[src/design/bus_reset_defines.svh]
// Purpose: offsets, field positions, packet layout and reset values of the bus-reset block
// Assumes: included by bare name from the design files
// Notes: contract of the bus-reset block
`ifndef BUS_RESET_DEFINES_SVH
`define BUS_RESET_DEFINES_SVH

// register byte offsets
`define OFS_RUN_CTRL     12'h000
`define OFS_CTX_STATUS   12'h004
`define OFS_INT_EVENT    12'h008
`define OFS_INT_MASK     12'h00c
`define OFS_NODE_ID      12'h010
`define OFS_SELF_ID_CNT  12'h014

// context bit positions in run, active and status fields
`define CTX_AT_REQ       0
`define CTX_AT_RSP       1
`define CTX_AR_REQ       2
`define STAT_FLUSHING    4
`define STAT_PKT_PEND    5

// event bit positions
`define EV_BUS_RESET     0
`define EV_REQ_PKT       1

// node id and self id count fields
`define NODE_VALID_BIT   31
`define NODE_NUM_LSB     0
`define SIDC_GEN_LSB     16

// bus-reset packet layout
`define BRP_TCODE        4'he
`define BRP_TCODE_LSB    4
`define BRP_EVT_LSB      16
`define BRP_GEN_LSB      0

// reset values
`define RST_RUN          3'h0
`define RST_MASK         2'h0

`endif

[src/design/bus_reset_pkg.sv]
// Purpose: shared types of the bus-reset block
// Assumes: nothing
// Notes: constants live in bus_reset_defines.svh
package bus_reset_pkg;
	typedef logic [31:0] quadlet_t;
	typedef logic [7:0]  generation_t;
	typedef logic [4:0]  evt_code_t;
	typedef enum logic [1:0] {
		GEN_IDLE,
		GEN_HEAD,
		GEN_TAIL
	} gen_state_t;
endpackage : bus_reset_pkg

[src/design/brp_if.sv]
// Purpose: start handshake between context logic and the bus-reset packet builder
// Assumes: one clock
// Notes: start is a one-cycle pulse taken only while busy is low
`timescale 1ns/1ps
`default_nettype none
interface brp_if;
	logic                      start;
	bus_reset_pkg::generation_t generation;
	bus_reset_pkg::evt_code_t  evt_code;
	logic                      busy;
	modport ctx (output start, output generation, output evt_code, input busy);
	modport gen (input start, input generation, input evt_code, output busy);
endinterface : brp_if
`default_nettype wire

[src/design/bus_reset_packet_gen.sv]
// Purpose: emits the two-quadlet synthesized bus-reset packet into the receive FIFO
// Assumes: rx_ready is the receive FIFO's space indication
// Notes: a quadlet is held until the FIFO takes it
`include "bus_reset_defines.svh"
`timescale 1ns/1ps
`default_nettype none
module bus_reset_packet_gen (
	input  wire logic                    pclk,
	input  wire logic                    presetn,
	brp_if.gen                           ctl,
	input  wire logic                    rx_ready,
	output var  logic                    rx_valid,
	output var  bus_reset_pkg::quadlet_t rx_data,
	output var  logic                    rx_last
);
	bus_reset_pkg::gen_state_t state_r;
	bus_reset_pkg::quadlet_t   tail_r;
	wire                       take;

	assign take     = rx_valid & rx_ready;
	assign ctl.busy = (state_r != bus_reset_pkg::GEN_IDLE);

	always_ff @(posedge pclk or negedge presetn) begin
		if (!presetn) begin
			state_r  <= bus_reset_pkg::GEN_IDLE;
			rx_valid <= 1'b0;
			rx_data  <= 32'h0000_0000;
			rx_last  <= 1'b0;
			tail_r   <= 32'h0000_0000;
		end else begin
			case (state_r)
				bus_reset_pkg::GEN_IDLE: begin
					if (ctl.start) begin
						state_r  <= bus_reset_pkg::GEN_HEAD;
						rx_valid <= 1'b1;
						rx_data  <= 32'(`BRP_TCODE) << `BRP_TCODE_LSB;
						rx_last  <= 1'b0;
						// tag lets software tell it from received packets
						tail_r   <= (32'(ctl.evt_code) << `BRP_EVT_LSB)
							| (32'(ctl.generation) << `BRP_GEN_LSB);
					end
				end
				bus_reset_pkg::GEN_HEAD: begin
					// a full FIFO just holds the quadlet, nothing is dropped
					if (take) begin
						state_r <= bus_reset_pkg::GEN_TAIL;
						rx_data <= tail_r;
						rx_last <= 1'b1;
					end
				end
				bus_reset_pkg::GEN_TAIL: begin
					if (take) begin
						state_r  <= bus_reset_pkg::GEN_IDLE;
						rx_valid <= 1'b0;
						rx_last  <= 1'b0;
					end
				end
				default: begin
					state_r  <= bus_reset_pkg::GEN_IDLE;
					rx_valid <= 1'b0;
				end
			endcase
		end
	end
endmodule : bus_reset_packet_gen
`default_nettype wire

[src/design/bus_reset_context_handling.sv]
// Purpose: bus-reset handling of the asynchronous DMA contexts with an APB register file
// Assumes: inputs synchronous to pclk; transmit engine drops a retired packet's flag
// Notes: isochronous engines have no connection here at all
//
// Implementation choices: the APB slave port and the placing of the registers.
`include "bus_reset_defines.svh"
`timescale 1ns/1ps
`default_nettype none
module bus_reset_context_handling #(
	parameter bus_reset_pkg::evt_code_t NO_ACK_CODE    = 5'h03,
	parameter bus_reset_pkg::evt_code_t FLUSHED_CODE   = 5'h0f,
	parameter bus_reset_pkg::evt_code_t BUS_RESET_CODE = 5'h09,
	parameter int                       NUM_AT         = 2
) (
	input  wire logic                       pclk,
	input  wire logic                       presetn,
	// apb slave
	input  wire logic                       psel,
	input  wire logic                       penable,
	input  wire logic                       pwrite,
	input  wire logic [11:0]                paddr,
	input  wire logic [31:0]                pwdata,
	output var  logic [31:0]                prdata,
	output var  logic                       pready,
	output var  logic                       pslverr,
	output var  logic                       irq,
	// physical layer side
	input  wire logic                       phy_bus_reset,
	input  wire logic [7:0]                 phy_generation,
	input  wire logic                       node_id_valid,
	input  wire logic [5:0]                 node_number_field,
	// async transmit engine, inputs one bit per context
	input  wire logic [NUM_AT-1:0]          at_fifo_valid,
	input  wire logic [NUM_AT-1:0]          at_wait_ack,
	input  wire logic [NUM_AT-1:0]          at_dma_busy,
	input  wire logic [NUM_AT-1:0]          at_status_busy,
	output var  logic                       at_tx_enable,
	output var  logic                       at_retire_valid,
	output var  logic                       at_retire_ctx,
	output var  bus_reset_pkg::evt_code_t   at_retire_code,
	// async receive request context
	input  wire logic                       ar_dma_busy,
	input  wire logic                       ar_buf_space_ok,
	input  wire logic                       ar_req_pkt_written,
	input  wire logic                       rx_ready,
	output var  logic                       rx_valid,
	output var  bus_reset_pkg::quadlet_t    rx_data,
	output var  logic                       rx_last
);
	// register state
	logic [2:0]                 run_r;
	logic [2:0]                 active_r;
	logic [1:0]                 event_r;
	logic [1:0]                 mask_r;
	bus_reset_pkg::generation_t gen_r;
	logic                       phy_reset_q_r;
	logic                       brp_pend_r;

	// apb decode
	wire                        setup_ph;
	wire                        wr_fire;
	wire                        hit_run;
	wire                        hit_stat;
	wire                        hit_ev;
	wire                        hit_mask;
	wire                        hit_node;
	wire                        hit_sidc;
	wire                        mapped;
	wire [31:0]                 rd_word;
	wire                        wr_run;
	wire                        wr_ev;
	wire                        wr_mask;
	wire [31:0]                 rd_run;
	wire [31:0]                 rd_stat;
	wire [31:0]                 rd_ev;
	wire [31:0]                 rd_mask;
	wire [31:0]                 rd_node;
	wire [31:0]                 rd_sidc;

	// event logic
	wire                        reset_seen;
	wire [1:0]                  ev_set;
	wire [1:0]                  ev_clr;
	wire [1:0]                  event_nxt;
	wire                        flushing;
	wire [NUM_AT-1:0]           at_stable;
	wire                        ar_stable;
	wire [NUM_AT-1:0]           at_retire_pend;
	wire                        retire_go;
	wire                        retire_sel;
	wire                        brp_start;
	wire                        retire_any;
	wire                        ar_active;
	wire                        irq_nxt;
	wire                        tx_enable_nxt;

	brp_if brp ();

	// lowest-numbered context with something to retire
	function automatic logic pick_ctx(input logic [NUM_AT-1:0] req);
		logic sel;
		sel = 1'b0;
		for (int i = NUM_AT - 1; i >= 0; i--) begin
			if (req[i]) begin
				sel = i[0];
			end
		end
		return sel;
	endfunction : pick_ctx

	function automatic logic addr_is(input logic [11:0] a, input logic [11:0] ofs);
		return a == ofs;
	endfunction : addr_is

	assign setup_ph  = psel & ~penable;
	assign wr_fire   = psel & penable & pready & pwrite;
	assign hit_run   = addr_is(paddr, `OFS_RUN_CTRL);
	assign hit_stat  = addr_is(paddr, `OFS_CTX_STATUS);
	assign hit_ev    = addr_is(paddr, `OFS_INT_EVENT);
	assign hit_mask  = addr_is(paddr, `OFS_INT_MASK);
	assign hit_node  = addr_is(paddr, `OFS_NODE_ID);
	assign hit_sidc  = addr_is(paddr, `OFS_SELF_ID_CNT);
	assign mapped    = hit_run | hit_stat | hit_ev | hit_mask | hit_node | hit_sidc;

	assign wr_run  = wr_fire & hit_run;
	assign wr_ev   = wr_fire & hit_ev;
	assign wr_mask = wr_fire & hit_mask;

	// one word per register; unmapped offsets read as zero
	assign rd_run  = {29'h0, run_r};
	assign rd_stat = {26'h0, brp_pend_r, flushing, 1'b0, active_r};
	assign rd_ev   = {30'h0, event_r};
	assign rd_mask = {30'h0, mask_r};
	assign rd_node = ({31'h0, node_id_valid} << `NODE_VALID_BIT)
		| ({26'h0, node_number_field} << `NODE_NUM_LSB);
	assign rd_sidc = {24'h0, gen_r} << `SIDC_GEN_LSB;

	assign rd_word =
		hit_run  ? rd_run :
		hit_stat ? rd_stat :
		hit_ev   ? rd_ev :
		hit_mask ? rd_mask :
		hit_node ? rd_node :
		hit_sidc ? rd_sidc :
		32'h0000_0000;

	// a new rising indication is a fresh reset, even while one is pending
	assign reset_seen = phy_bus_reset & ~phy_reset_q_r;

	// bus_reset_event rises with detection, not with the packet's delivery
	assign ev_set[`EV_BUS_RESET] = reset_seen;
	// the bus-reset packet raises this through the same written strobe
	assign ev_set[`EV_REQ_PKT]   = ar_req_pkt_written;
	assign ev_clr    = wr_ev ? pwdata[1:0] : 2'b00;
	// set beats a same-cycle clear
	assign event_nxt = (event_r & ~ev_clr) | ev_set;

	// flushing lasts exactly as long as the event; software clears it late
	assign flushing = event_r[`EV_BUS_RESET];

	// irq and the transmit gate follow the next event value, so they move with it
	assign irq_nxt       = |(event_nxt & mask_r);
	assign tx_enable_nxt = ~event_nxt[`EV_BUS_RESET];

	// stable: no transfer, no status write, nothing left to retire
	assign at_stable = ~(at_dma_busy | at_status_busy | at_fifo_valid | at_wait_ack);
	assign ar_stable = ~ar_dma_busy & ~brp.busy & ~brp_pend_r;

	assign at_retire_pend = at_fifo_valid | at_wait_ack;
	assign retire_any     = |at_retire_pend;
	// one retirement every other cycle so the engine can drop its flag
	assign retire_go      = flushing & retire_any & ~at_retire_valid;
	assign retire_sel     = pick_ctx(at_retire_pend);

	// only into an active request context with host space
	assign ar_active = active_r[`CTX_AR_REQ];
	assign brp_start = brp_pend_r & ar_active & ar_buf_space_ok & ~brp.busy;

	assign brp.start      = brp_start;
	assign brp.generation = gen_r;
	assign brp.evt_code   = BUS_RESET_CODE;

	bus_reset_packet_gen u_gen (
		.pclk     (pclk),
		.presetn  (presetn),
		.ctl      (brp),
		.rx_ready (rx_ready),
		.rx_valid (rx_valid),
		.rx_data  (rx_data),
		.rx_last  (rx_last)
	);

	// apb answer: pready high for the first access cycle, so zero wait states
	always_ff @(posedge pclk or negedge presetn) begin
		if (!presetn) begin
			pready  <= 1'b0;
			prdata  <= 32'h0000_0000;
			pslverr <= 1'b0;
		end else begin
			pready  <= setup_ph;
			pslverr <= setup_ph & ~mapped;
			if (setup_ph) begin
				prdata <= pwrite ? 32'h0000_0000 : rd_word;
			end
		end
	end

	// software registers
	always_ff @(posedge pclk or negedge presetn) begin
		if (!presetn) begin
			run_r  <= `RST_RUN;
			mask_r <= `RST_MASK;
		end else begin
			// run bits take the written value; a valid node number is not checked
			if (wr_run) begin
				run_r <= pwdata[2:0];
			end
			if (wr_mask) begin
				mask_r <= pwdata[1:0];
			end
		end
	end

	// events, generation, interrupt
	always_ff @(posedge pclk or negedge presetn) begin
		if (!presetn) begin
			event_r       <= 2'b00;
			phy_reset_q_r <= 1'b0;
			gen_r         <= 8'h00;
			irq           <= 1'b0;
		end else begin
			event_r       <= event_nxt;
			phy_reset_q_r <= phy_bus_reset;
			irq           <= irq_nxt;
			if (reset_seen) begin
				gen_r <= phy_generation;
			end
		end
	end

	// active flags follow run, and drop only once the context has settled
	always_ff @(posedge pclk or negedge presetn) begin
		if (!presetn) begin
			active_r <= 3'b000;
		end else begin
			for (int c = 0; c < NUM_AT; c++) begin
				if (run_r[c]) begin
					active_r[c] <= 1'b1;
				end else if (at_stable[c]) begin
					active_r[c] <= 1'b0;
				end
			end
			if (run_r[`CTX_AR_REQ]) begin
				active_r[`CTX_AR_REQ] <= 1'b1;
			end else if (ar_stable) begin
				active_r[`CTX_AR_REQ] <= 1'b0;
			end
		end
	end

	// pending bus-reset packet: later resets fold into the one still waiting
	always_ff @(posedge pclk or negedge presetn) begin
		if (!presetn) begin
			brp_pend_r <= 1'b0;
		end else if (reset_seen) begin
			brp_pend_r <= 1'b1;
		end else if (brp_start) begin
			brp_pend_r <= 1'b0;
		end else if (~ar_active) begin
			brp_pend_r <= 1'b0; // an inactive context gets no packet
		end
	end

	// transmit gate: closed from detection until software clears the event
	// iso contexts are driven elsewhere and this gate never reaches them
	always_ff @(posedge pclk or negedge presetn) begin
		if (!presetn) begin
			at_tx_enable <= 1'b1;
		end else begin
			at_tx_enable <= tx_enable_nxt;
		end
	end

	// flush retirement: one completion per pulse, sent-unacked first per context
	always_ff @(posedge pclk or negedge presetn) begin
		if (!presetn) begin
			at_retire_valid <= 1'b0;
			at_retire_ctx   <= 1'b0;
			at_retire_code  <= 5'h00;
		end else begin
			at_retire_valid <= retire_go;
			if (retire_go) begin
				at_retire_ctx <= retire_sel;
				if (at_wait_ack[retire_sel]) begin
					at_retire_code <= NO_ACK_CODE;
				end else begin
					at_retire_code <= FLUSHED_CODE;
				end
			end
		end
	end

endmodule : bus_reset_context_handling
`default_nettype wire

[config.mk]
export PLATFORM = sky130hd
export DESIGN_NAME = bus_reset_context_handling
export DESIGN_NICKNAME = d
export VERILOG_FILES = /design/src/design/bus_reset_pkg.sv /design/src/design/brp_if.sv /design/src/design/bus_reset_packet_gen.sv /design/src/design/bus_reset_context_handling.sv
export VERILOG_INCLUDE_DIRS = /design/src /design/src/design
export SDC_FILE = /design/constraint.sdc
export NUM_CORES = 1
export LEC_CHECK = 0
export BUFFER_PORTS_ARGS = -buffer_cell sky130_fd_sc_hd__buf_4
export CAP_MARGIN = 15
export CELL_PAD_IN_SITES_DETAIL_PLACEMENT = 1
export CELL_PAD_IN_SITES_GLOBAL_PLACEMENT = 1
export CORE_MARGIN = 2
export CORE_UTILIZATION = 37
export DETAILED_ROUTE_END_ITERATION = 7
export HOLD_SLACK_MARGIN = 0.12
export PLACE_DENSITY = 0.95
export SLEW_MARGIN = 25
export SYNTH_ARGS = -nofsm -noshare
export SYNTH_HDL_FRONTEND = slang
export SYNTH_SLANG_ARGS = --single-unit
[constraint.sdc]
create_clock -name pclk -period 3.15 [get_ports pclk]
set_input_delay 0.1575 -clock pclk [delete_from_list [all_inputs] [get_ports pclk]]
set_output_delay 0.1575 -clock pclk [all_outputs]
set_load 0.05 [all_outputs]
After elaboration in Yosys (flattened, before gate mapping)
Index checks and enable logic that the tools add are counted.
{"block": "totals", "ff_bits": 108, "input_bits": 77, "out_inout_bits": 77, "wordCells": 125}
{"block": "classes", "magnitude_cmp": 1, "n_eq_ne": 11, "n_mux": 35, "bitwise_logic": 41, "n_reduce_logical": 15}
{"cell": "32-bit 2-to-1 mux", "n": 8}
{"cell": "32-bit one-hot mux with 2 select lines", "n": 1}
{"cell": "32-bit by 6-bit bitwise OR with 32-bit output", "n": 1}
{"cell": "12-bit by 4-bit equality test with 1-bit output (second input constant)", "n": 2}
{"cell": "12-bit by 5-bit equality test with 1-bit output (second input constant)", "n": 2}
{"cell": "24-bit 2-to-1 mux", "n": 1}
{"cell": "1-bit AND", "n": 17}
{"cell": "1-bit 2-to-1 mux", "n": 17}
{"cell": "12-bit by 3-bit equality test with 1-bit output (second input constant)", "n": 1}
{"cell": "12-bit logical NOT", "n": 1}
{"cell": "2-bit bitwise OR", "n": 5}
{"cell": "2-bit nonzero test", "n": 5}
{"cell": "1-bit NOT", "n": 9}
{"cell": "3-bit AND reduction", "n": 3}
{"cell": "2-bit 2-to-1 mux", "n": 4}
{"cell": "1-bit one-hot mux with 3 select lines", "n": 2}
{"cell": "2-bit one-hot mux with 3 select lines", "n": 1}
{"cell": "1-bit bitwise OR", "n": 5}
{"cell": "2-bit AND", "n": 2}
{"cell": "4-bit 2-to-1 mux", "n": 1}
{"cell": "2-bit by 1-bit != test with 1-bit output (second input constant)", "n": 2}
{"cell": "2-bit NOT", "n": 2}
{"cell": "4-bit AND reduction", "n": 1}
{"cell": "2-bit OR reduction", "n": 2}
{"cell": "other kinds (8)", "n": 8}

Logic depth before layout (Yosys ltp)
Gate-level depths: netlist of run 1.
{"block": "logic_depth", "word_depth": 10, "mapped_depth": 6, "depth_no_buf": 4}

By module
Synthesis of run 1 repeated with hierarchy kept, for this count alone.
{"block": "unflattened", "hier_cells": 280, "hier_area_um2": 3383.2}
{"module": "bus_reset_context_handling", "instances": 1, "cells_per_inst": 180, "area_each_um2": 2069.5, "seq_area_each_um2": 1077.3}
{"module": "bus_reset_packet_gen", "instances": 1, "cells_per_inst": 100, "area_each_um2": 1313.8, "seq_area_each_um2": 750.7}

Worst setup path before layout of run 1
No wires, ideal clock.
{"block": "synth_timing", "path_kind": "flip-flop to flip-flop", "start": "register pready", "end": "register run_r[0]", "setup_time_ns": 0.125, "t_arrival_ns": 1.599, "required_ns": 3.025, "slack_ns": 1.427, "stages_incl_launch_ff": 5, "path_buffers": 0, "period_less_slack_ns": 1.723, "cell_sequence": "dfrtp_1 > and4bb_2 > nand4_2 > nor3_2 > mux2_2"}
{"block": "synth_between", "elab_chain_len": 3}
{"item": "start, declared", "line": "bus_reset_context_handling.sv:24", "source": "output var logic pready,"}
{"item": "start signal, assigned", "line": "bus_reset_context_handling.sv:200", "source": "pready <= setup_ph;"}
{"item": "1-bit AND (2 in series)", "line": "bus_reset_context_handling.sv:116", "source": "assign wr_fire = psel & penable & pready & pwrite;"}
{"item": "1-bit AND", "line": "bus_reset_context_handling.sv:125", "source": "assign wr_run = wr_fire & hit_run;"}
{"item": "end signal, assigned", "line": "bus_reset_context_handling.sv:211", "source": "run_r <= `RST_RUN;"}
{"item": "end signal, assigned", "line": "bus_reset_context_handling.sv:216", "source": "run_r <= pwdata[2:0];"}
{"item": "end, declared", "line": "bus_reset_context_handling.sv:51", "source": "logic [2:0] run_r;"}
Every way passes these cells.
A chain may end at the register's enable or synchronous reset.

Final worst setup path of run 1
{"block": "layout_timing", "start": "input phy_bus_reset", "end": "register gen_r[4], in the netlist brp.generation[4]"}
{"block": "layout_between", "elab_chain_len": 1}
{"item": "start, declared", "line": "bus_reset_context_handling.sv:28", "source": "input wire logic phy_bus_reset,"}
{"item": "1-bit AND", "line": "bus_reset_context_handling.sv:148", "source": "assign reset_seen = phy_bus_reset & ~phy_reset_q_r;"}
{"item": "end signal, assigned", "line": "bus_reset_context_handling.sv:236", "source": "gen_r <= phy_generation;"}
{"item": "end, declared", "line": "bus_reset_context_handling.sv:55", "source": "bus_reset_pkg::generation_t gen_r;"}
Every way passes these cells.

==> summary.md, run 1 <==
| Metric | Value |
|---|---|
| Dpl hpwl | `5452 um` |
| Total detailed-routing wirelength | `7935 um` |
| CTS tree | `built` |
| Worst R2R End | `u_gen.rx_data[5]` |
| Max cap viols | `0` |
| Worst Reg-to-Reg Cells | `5` |
| Post-route minimum period | `1.750 ns` |
| Gr usage total | `0.1833` |
| Die X | `95.73 um` |
| Worst slew pin tran | `0.8372 ns` |
| P_leak | `2.051 nW` |
| Wire per inst | `16.23 um` |
| Critical path class | `input pin to flop` |
| Worst-path clk slew | `0.08 ns` |
| Crit path DAT | `1.98 ns` |
| Crit-path most repeated cell | `buf_4` |
| Number of remaining DRC errors | `0` |
| P&R area growth vs syn | `32.23%` |
| Rows | `33` |
| Worst path cell trace | `dlygate4sd3_1, buf_4, nor2b_1, buf_4, mux2_2` |
| Clock root buffer | `clkbuf_8` |
| Iter 0 DRT Violations | `92` |
| YS warnings | `0` |
| Grt total ovfl | `0` |
| Vias in the first global route | `2,498` |
| Synth top area cells | `dfrtp_1, buf_4, mux2_2` |
| Number of buffer and inverter stages on the critical path | `3` |
| Largest net degree at the start of global routing | `66` |
| Clock Path Buffers | `2` |
| CP required | `3.38 ns` |
| Chip Height | `95.73 um` |
| Worst hold path endpoint | `pslverr` |
| Sequential share of the synthesized area | `0.5229` |
| Class of the worst hold path | `input pin to flop` |
| Netlist Area Pre-Place | `3113 um2` |
| Post-route ant nets | `0` |
| Post-Layout Cell Count | `489` |
| Share of the synthesized area in the top cell type | `0.5145` |
| CP max stage cell | `nor2b_1` |
| Vias after detailed routing | `2,325` |
| Most common cell after layout, fill and taps aside | `buf_4` |
| Area of the core | `8175 um2` |
| CTS Buf Count | `9` |
| CP Capture Type | `flop` |
| FF-to-FF Start | `u_gen.state_r[0]` |
| Final Hold Fails | `0` |
| Number of synthesized flops with an enable pin | `0` |
| Predominant post-synthesis flop cell | `dfrtp_1` |
| Slew margin rel. | `0.4418` |
| Clock latency at the later pin of the worst-skew pair | `0.34 ns` |
| Yosys reg bits | `65` |
| H-tree depth | `3` |
| Layout cells sized above 1 | `0.3603` |
| Top-level port count | `154` |
| Die area | `9163 um2` |
| Worst Hold Depth | `3` |
| Worst VDD drop | `228.6 uV` |
| Hold_sp | `paddr[4]` |
| Worst Setup Start Kind | `input pin` |
| RSZ-0062 raised after global routing | `false` |
| Leading area contributor after synthesis | `dfrtp_1` |
| First-pass GRT wire length | `12,650 um` |
| Yosys cell types | `44` |
| Mapped Avg Cell Area | `11.40 um2` |
| Routability congestion estimate | `0.7512` |
| CP max stage delay | `0.57 ns` |
| Via-per-instance ratio | `4.755` |
| Register-to-register setup slack | `1.45 ns` |
| # Post-CTS Setup Buffers | `0` |
| Clock skew | `0.01348 ns` |
| Initial antenna violation count | `1` |
| # port buffers | `84` |
| Final Max Slew Viols | `0` |
| Tcrit/Tclk final | `0.5555` |
| TNS Setup | `0 ns` |
| Crit-path max FO | `7` |
| Status | `completed` |
| Post-CTS resize count | `0` |
| Final net count | `455` |
| Clock Sinks | `65` |
| Post-synth ARST share | `1.000` |
| Fmax | `0.5715 GHz` |
| Power per Cell Area | `499.0 nW/um2` |
| Crit-path leading delay family | `buffers and inverters` |
| Setup violators final | `0` |
| First drt pass iteration count | `4` |
| Initial Utilization | `0.3808` |
| Placed cell count | `450` |
| Post-Synthesis Cells | `273` |
| Leading cell types in the layout, fill and taps excluded | `buf_4, dfrtp_1, conb_1, mux2_2, dlygate4sd3_1` |
==> cells in the mapped netlist, types with 2 or more instances <==
cell type	count
a21oi_1	6
nand2_1	15
a31oi_1	3
a21o_1	2
nor2_1	9
clkbuf_1	5
nor2b_1	5
mux2_2	22
o211ai_1	3
inv_1	11
a22o_1	16
nand4_1	2
nand4_2	2
buf_2	4
nor3_2	2
mux2i_1	3
or3b_2	2
o21ai_0	13
and3_1	2
o41ai_1	3
nor4_1	2
nand2b_1	6
buf_4	44
nand3_1	7
dfrtp_1	64
nor4bb_1	2
==> worst max path at each step <==
stage | from | end | cells past startpoint
global route | u_gen.state_r[0] | u_gen.rx_data[4] | 5
global placement | paddr[7] | run_r[2] | 5
CTS | u_gen.state_r[0] | u_gen.rx_data[5] | 5
floorplan | pready | run_r[0] | 4
finish | phy_bus_reset | brp.generation[4] | 5
detailed placement | u_gen.state_r[0] | u_gen.rx_data[5] | 5
==> metrics by stage <==
stage	util	cell area [um2]	hold WS, ns	power (W)	setup slack, ns
floorplan	-	3259	-0.1381	0.001165	1.427
global placement	0.4486	3667	0.2737	0.001230	1.540
detailed placement	0.4486	3667	0.2761	0.001239	1.449
CTS	0.5032	4114	0.1355	0.002067	1.418
global route	0.5035	4116	0.1504	0.002133	1.245
finish	0.5035	4116	0.1425	0.002054	1.400
==> sequential cells by signal, summed over array words and instances (netlist names), 2 cells and up <==
signal          flops
prdata             15
u_gen.rx_data       9
brp.generation      8
event_r             2
at_retire_code      2
mask_r              2
u_gen.state_r       2
active_r            3
run_r               3
u_gen.tail_r        9
==> routing by layer <==
| metal | up-vias | GRT usage | routed length, um |
|---|---|---|---|
| li1 | 1090 | - | - |
| met1 | 1151 | 0.2274 | 3239 |
| met2 | 77 | 0.3124 | 4136 |
| met3 | 7 | 0.03681 | 470 |
| met4 | 0 | 0.07500 | 88 |
| met5 | - | 0 | 0 |
==> tightest hold or removal path: cells and delay by family <==
family	cells	cell delay, ns
buffers and inverters	1	0.15
and+or+nand+nor	1	0.07
AOI/OAI and AO/OA	1	0.06
==> area by class of cell <==
| cell class | count | area [um2] |
|---|---|---|
| diodes | 1 | 2.502 |
| clock buffers | 10 | 137.6 |
| clock inverters | 6 | 88.84 |
| fillers | 900 | 4059 |
| inverters | 11 | 41.29 |
| multi-input cells | 183 | 1221 |
| flip-flops and latches | 65 | 1628 |
| well taps | 105 | 131.4 |
| repair buffers | 108 | 865.8 |
==> logic make-up (layout without fill, tap and decap cells) <==
kind of cell           count (synthesis)  count (layout)  share of synthesized area
AND/OR/NAND/NOR                       67              67                     0.1399
flip-flops                            65              65                     0.5229
buffers and inverters                 64             135                     0.1318
AO/OA/AOI/OAI                         51              51                     0.1150
multiplexers                          25              25                    0.08923
other                                  1              41                   0.001205
==> report_power, final <==
group          leakage [nW]  total [W]  internal [W]  switching, W
Combinational          1.12   0.000357      0.000111      0.000246
Sequential            0.823   0.000888      0.000864     0.0000239
Clock                 0.109   0.000809      0.000468      0.000341
Total                  2.05    0.00205       0.00144      0.000610
==> timing repair <==
item	CTS	global route
setup endpoints to repair	0	0
hold endpoints to repair	86	0
hold buffers	22	0
Note: power is estimated with default switching activity, not from simulation.
==> run 2, diff against run 1 <==
--- a/config.mk
+++ b/config.mk
@@ -6,15 +6,16 @@
 export SDC_FILE = /design/constraint.sdc
 export NUM_CORES = 1
 export LEC_CHECK = 0
+export ABC_AREA = 1
 export BUFFER_PORTS_ARGS = -buffer_cell sky130_fd_sc_hd__buf_4
 export CAP_MARGIN = 15
 export CELL_PAD_IN_SITES_DETAIL_PLACEMENT = 1
 export CELL_PAD_IN_SITES_GLOBAL_PLACEMENT = 1
 export CORE_MARGIN = 2
-export CORE_UTILIZATION = 37
+export CORE_UTILIZATION = 30
 export DETAILED_ROUTE_END_ITERATION = 7
 export HOLD_SLACK_MARGIN = 0.12
-export PLACE_DENSITY = 0.95
+export PLACE_DENSITY = 0.86
 export SLEW_MARGIN = 25
 export SYNTH_ARGS = -nofsm -noshare
 export SYNTH_HDL_FRONTEND = slang
==> constraint.sdc (replaced) <==
create_clock -name pclk -period 1.6 [get_ports pclk]
set_input_delay 0.08 -clock pclk [delete_from_list [all_inputs] [get_ports pclk]]
set_output_delay 0.08 -clock pclk [all_outputs]
set_load 0.05 [all_outputs]
==> run 2 against run 1 <==
Compared with the run above:
- total power is 92% higher
- combinational power is 100% higher
- non-clock buffer count is 12 higher
- critical path depth is 1 higher
- wire length is 18% higher
- count of clock-buffer cells in the layout is 1 higher
- clock power is 84% higher
- utilization is 8.9 points lower
- sequential power is 95% higher
- synthesized area is 5.7% higher
- largest cell class unchanged
- highest routed layer unchanged
==> summary.md, run 2 <==
| Metric | Value |
|---|---|
| Layout cells sized above 1 | `0.2812 (-0.07913)` |
| Post-CTS resize count | `0 (unchanged)` |
| CP Capture Type | `flop` |
| CTS Buf Count | `9 (unchanged)` |
| Largest net degree at the start of global routing | `35 (-47%)` |
| Largest regs | `prdata (15), u_gen.rx_data (9), u_gen.tail_r (9)` |
| # port buffers | `84 (unchanged)` |
| Wire per inst | `14.46 um (-11%)` |
| XOR/XNOR share of the synthesized area | `0 (unchanged)` |
| P&R area growth vs syn | `35.41%` |
| Clock skew | `0.01088 ns (-0.002600 ns)` |
| Vias in the first global route | `3,067 (+23%)` |
| Yosys reg bits | `65 (unchanged)` |
| Count leader, synth | `nand2_1` |
| Final Max Slew Viols | `0 (unchanged)` |
| Register area | `1628 um2 (unchanged)` |
| Predominant post-synthesis flop cell | `dfrtp_1` |
| Clock latency at the later pin of the worst-skew pair | `0.35 ns (about the same)` |
| Area post-placement | `3925 um2 (+7.0%)` |
| Worst VDD drop | `498.7 uV (+120%)` |
| Post-Synthesis Cells | `380 (+39%)` |
| Grt total ovfl | `0 (unchanged)` |
| Yosys cell types | `32 (-27%)` |
| Post-route ant nets | `0 (unchanged)` |
| Share of the synthesized area in the top cell type | `0.4869 (-0.02759)` |
| Top-level port count | `154 (unchanged)` |
| Routability congestion estimate | `0.8357 (+11%)` |
| Setup violators final | `0 (unchanged)` |
| Critical path class | `input pin to flop` |
| Dpl hpwl | `6661 um (+22%)` |
| Status | `completed` |
| Clock Sinks | `65 (unchanged)` |
| Compound-Gate Fraction of Synth Area | `0.06847 (-0.04648)` |
| Die area | `11,820 um2 (+29%)` |
| Clock Path Buffers | `2 (unchanged)` |
| Synth top cells by count | `nand2_1, dfrtp_1, buf_4` |
| Post-route minimum period | `1.571 ns` |
| Leading area contributor after synthesis | `dfrtp_1` |
| CTS tree | `built` |
| P_sw | `0.001171 W (+92%)` |
| Clock root buffer | `clkbuf_8` |
| Chip Height | `108.7 um (+14%)` |
| Seq pwr share | `0.439 (+0.007)` |
| First drt pass iteration count | `4 (unchanged)` |
| Post-route cell area | `4454 um2 (+8.2%)` |
| CP required | `1.87 ns (-1.51 ns)` |
| Rows | `38 (+15%)` |
| Antenna cells | `0 (-1)` |
| Power per Cell Area | `884.2 nW/um2 (+77%)` |
| H-tree depth | `3 (unchanged)` |
| Synth top area cells | `dfrtp_1, buf_4, nand2_1` |
| Adder-cell share of the synthesized area | `0 (unchanged)` |
| Max cap viols | `0 (unchanged)` |
| Post-synth ARST share | `1.000 (unchanged)` |
| Initial Utilization | `0.3061 (-0.07465)` |
| Vias after detailed routing | `2,880 (+24%)` |
| Mapped Avg Cell Area | `8.656 um2 (-24%)` |
| Largest reg by FF count | `prdata` |
| Worst Setup Start Kind | `input pin` |
| Most common cell after layout, fill and taps aside | `buf_4` |
| Clock Power Share | `0.379 (-0.015)` |
| Number of remaining DRC errors | `0 (unchanged)` |
| Max FFs per register | `15 (unchanged)` |
| Area of the core | `10,750 um2 (+31%)` |
| Leading cell types in the layout, fill and taps excluded | `buf_4, nand2_1, dfrtp_1, conb_1, nand3_1` |
| Tcrit/Tclk final | `0.9817` |
| Worst-path clk slew | `0.06 ns (-0.02 ns)` |
| Iter 0 DRT Violations | `166 (+80%)` |
| Largest family of logic cells by synthesized area | `simple AND/OR/NAND/NOR gates` |
| First-pass GRT wire length | `15,190 um (+20%)` |
| Crit path DAT | `1.84 ns (-0.14 ns)` |
| Internal Power | `0.002767 W (+92%)` |
| P_leak | `2.347 nW (+14%)` |
| Netlist Area Pre-Place | `3289 um2 (+5.7%)` |
| Die X | `108.7 um (+14%)` |
| Crit-path max FO | `3 (-4)` |
| Fillers | `1,310 (+46%)` |
| Mux contribution to synthesized area | `0 (-0.08923)` |
| Initial antenna violation count | `0 (-1)` |
| RSZ-0062 raised after global routing | `false` |
| TNS Setup | `0 ns (unchanged)` |
| Sequential share of the synthesized area | `0.4949 (-0.02805)` |
| Fmax | `0.6366 GHz` |
| Simple-Gate Fraction of Synth Area | `0.2788 (+0.1389)` |
| Switching part of the total | `0.2974 (about the same)` |
| Number of synthesized flops with an enable pin | `0 (unchanged)` |
| Final net count | `579 (+27%)` |
| Total detailed-routing wirelength | `9329 um (+18%)` |
| Power share of the combinational group | `0.183 (+0.009)` |
| YS warnings | `0 (unchanged)` |
| Area taken by multi-input logic gates | `1292 um2 (+5.8%)` |
| Class of the worst hold path | `input pin to flop` |
| Final Hold Fails | `0 (unchanged)` |
| Via-per-instance ratio | `4.465 (-6.1%)` |
| Gr usage total | `0.1666 (-0.01665)` |
## run 2: layout make-up
type / instances / area share
flip-flops and latches: 65 / 0.3654
clock inverters: 3 / 0.01517
clock buffers: 11 / 0.02949
well taps: 140 / 0.03933
inverters: 43 / 0.03680
multi-input cells: 263 / 0.2902
repair buffers: 120 / 0.2236
## run 2: through the flow
| stage | utilization | total power (W) | cells | hold WS (ns) | setup WS [ns] |
|---|---|---|---|---|---|
| global route | 0.4145 | 0.004095 | 645 | 0.2030 | 0.003101 |
| CTS | 0.4145 | 0.003969 | 645 | 0.1369 | 0.09620 |
| finish | 0.4145 | 0.003938 | 645 | 0.1845 | 0.02924 |
| floorplan | - | 0.002254 | 419 | -0.2156 | 0.1892 |
| global placement | 0.3653 | 0.002389 | 598 | 0.05376 | 0.3317 |
| detailed placement | 0.3653 | 0.002407 | 598 | 0.04945 | 0.2089 |
## run 2: layer usage
layer / vias up / global-route usage / routed length (um)
li1: 1363 / - / -
met1: 1401 / 0.2089 / 4033
met2: 103 / 0.2790 / 4624
met3: 13 / 0.03108 / 482
met4: 0 / 0.07509 / 189
met5: - / 0 / 0
## run 2: path summary, 6_finish.rpt
path | end | depth (start not counted) | startpoint | slack [ns]
max | pslverr | 6 | penable | 0.03
min | prdata[23] | 6 | paddr[0] | 0.18
max reg2reg | u_gen.rx_data[1] | 7 | u_gen.state_r[0] | 0.21
min reg2reg | u_gen.tail_r[16] | 2 | u_gen.tail_r[16] | 0.48
max in group asynchronous | u_gen.tail_r[5] | 3 | presetn | 0.85
min in group asynchronous | u_gen.rx_data[16] | 2 | presetn | 0.21
## run 2: logic make-up (layout without fill, tap and decap cells)
group	after synthesis	after routing
other	1	40
buffers and inverters	91	177
flip-flops	65	65
AND/OR/NAND/NOR	180	180
AO/OA/AOI/OAI	43	43
## run 2: what timing repair did
item                                   in CTS  in global routing
setup buffers                               0                  0
endpoints found under the hold margin      95                  0
hold buffers                               33                  0
## run 2: power groups by stage
| stage | Sequential, W | Clock [W] | Combinational (W) |
|---|---|---|---|
| after global routing | 0.00173 | 0.00159 | 0.000771 |
| after global placement | 0.00175 | 0 | 0.000638 |
| after detailed placement | 0.00176 | 0 | 0.000652 |
| after floorplan | 0.00183 | 0 | 0.000427 |
| final | 0.00173 | 0.00149 | 0.000720 |
| after CTS | 0.00173 | 0.00152 | 0.000718 |
## run 2: worst max-delay path, stage by stage
cell	delay, ns
dlygate4sd3_1	0.55
buf_4	0.15
nor2_2	0.20
dlygate4sd3_1	0.67
nand3_1	0.10
nor2_1	0.10
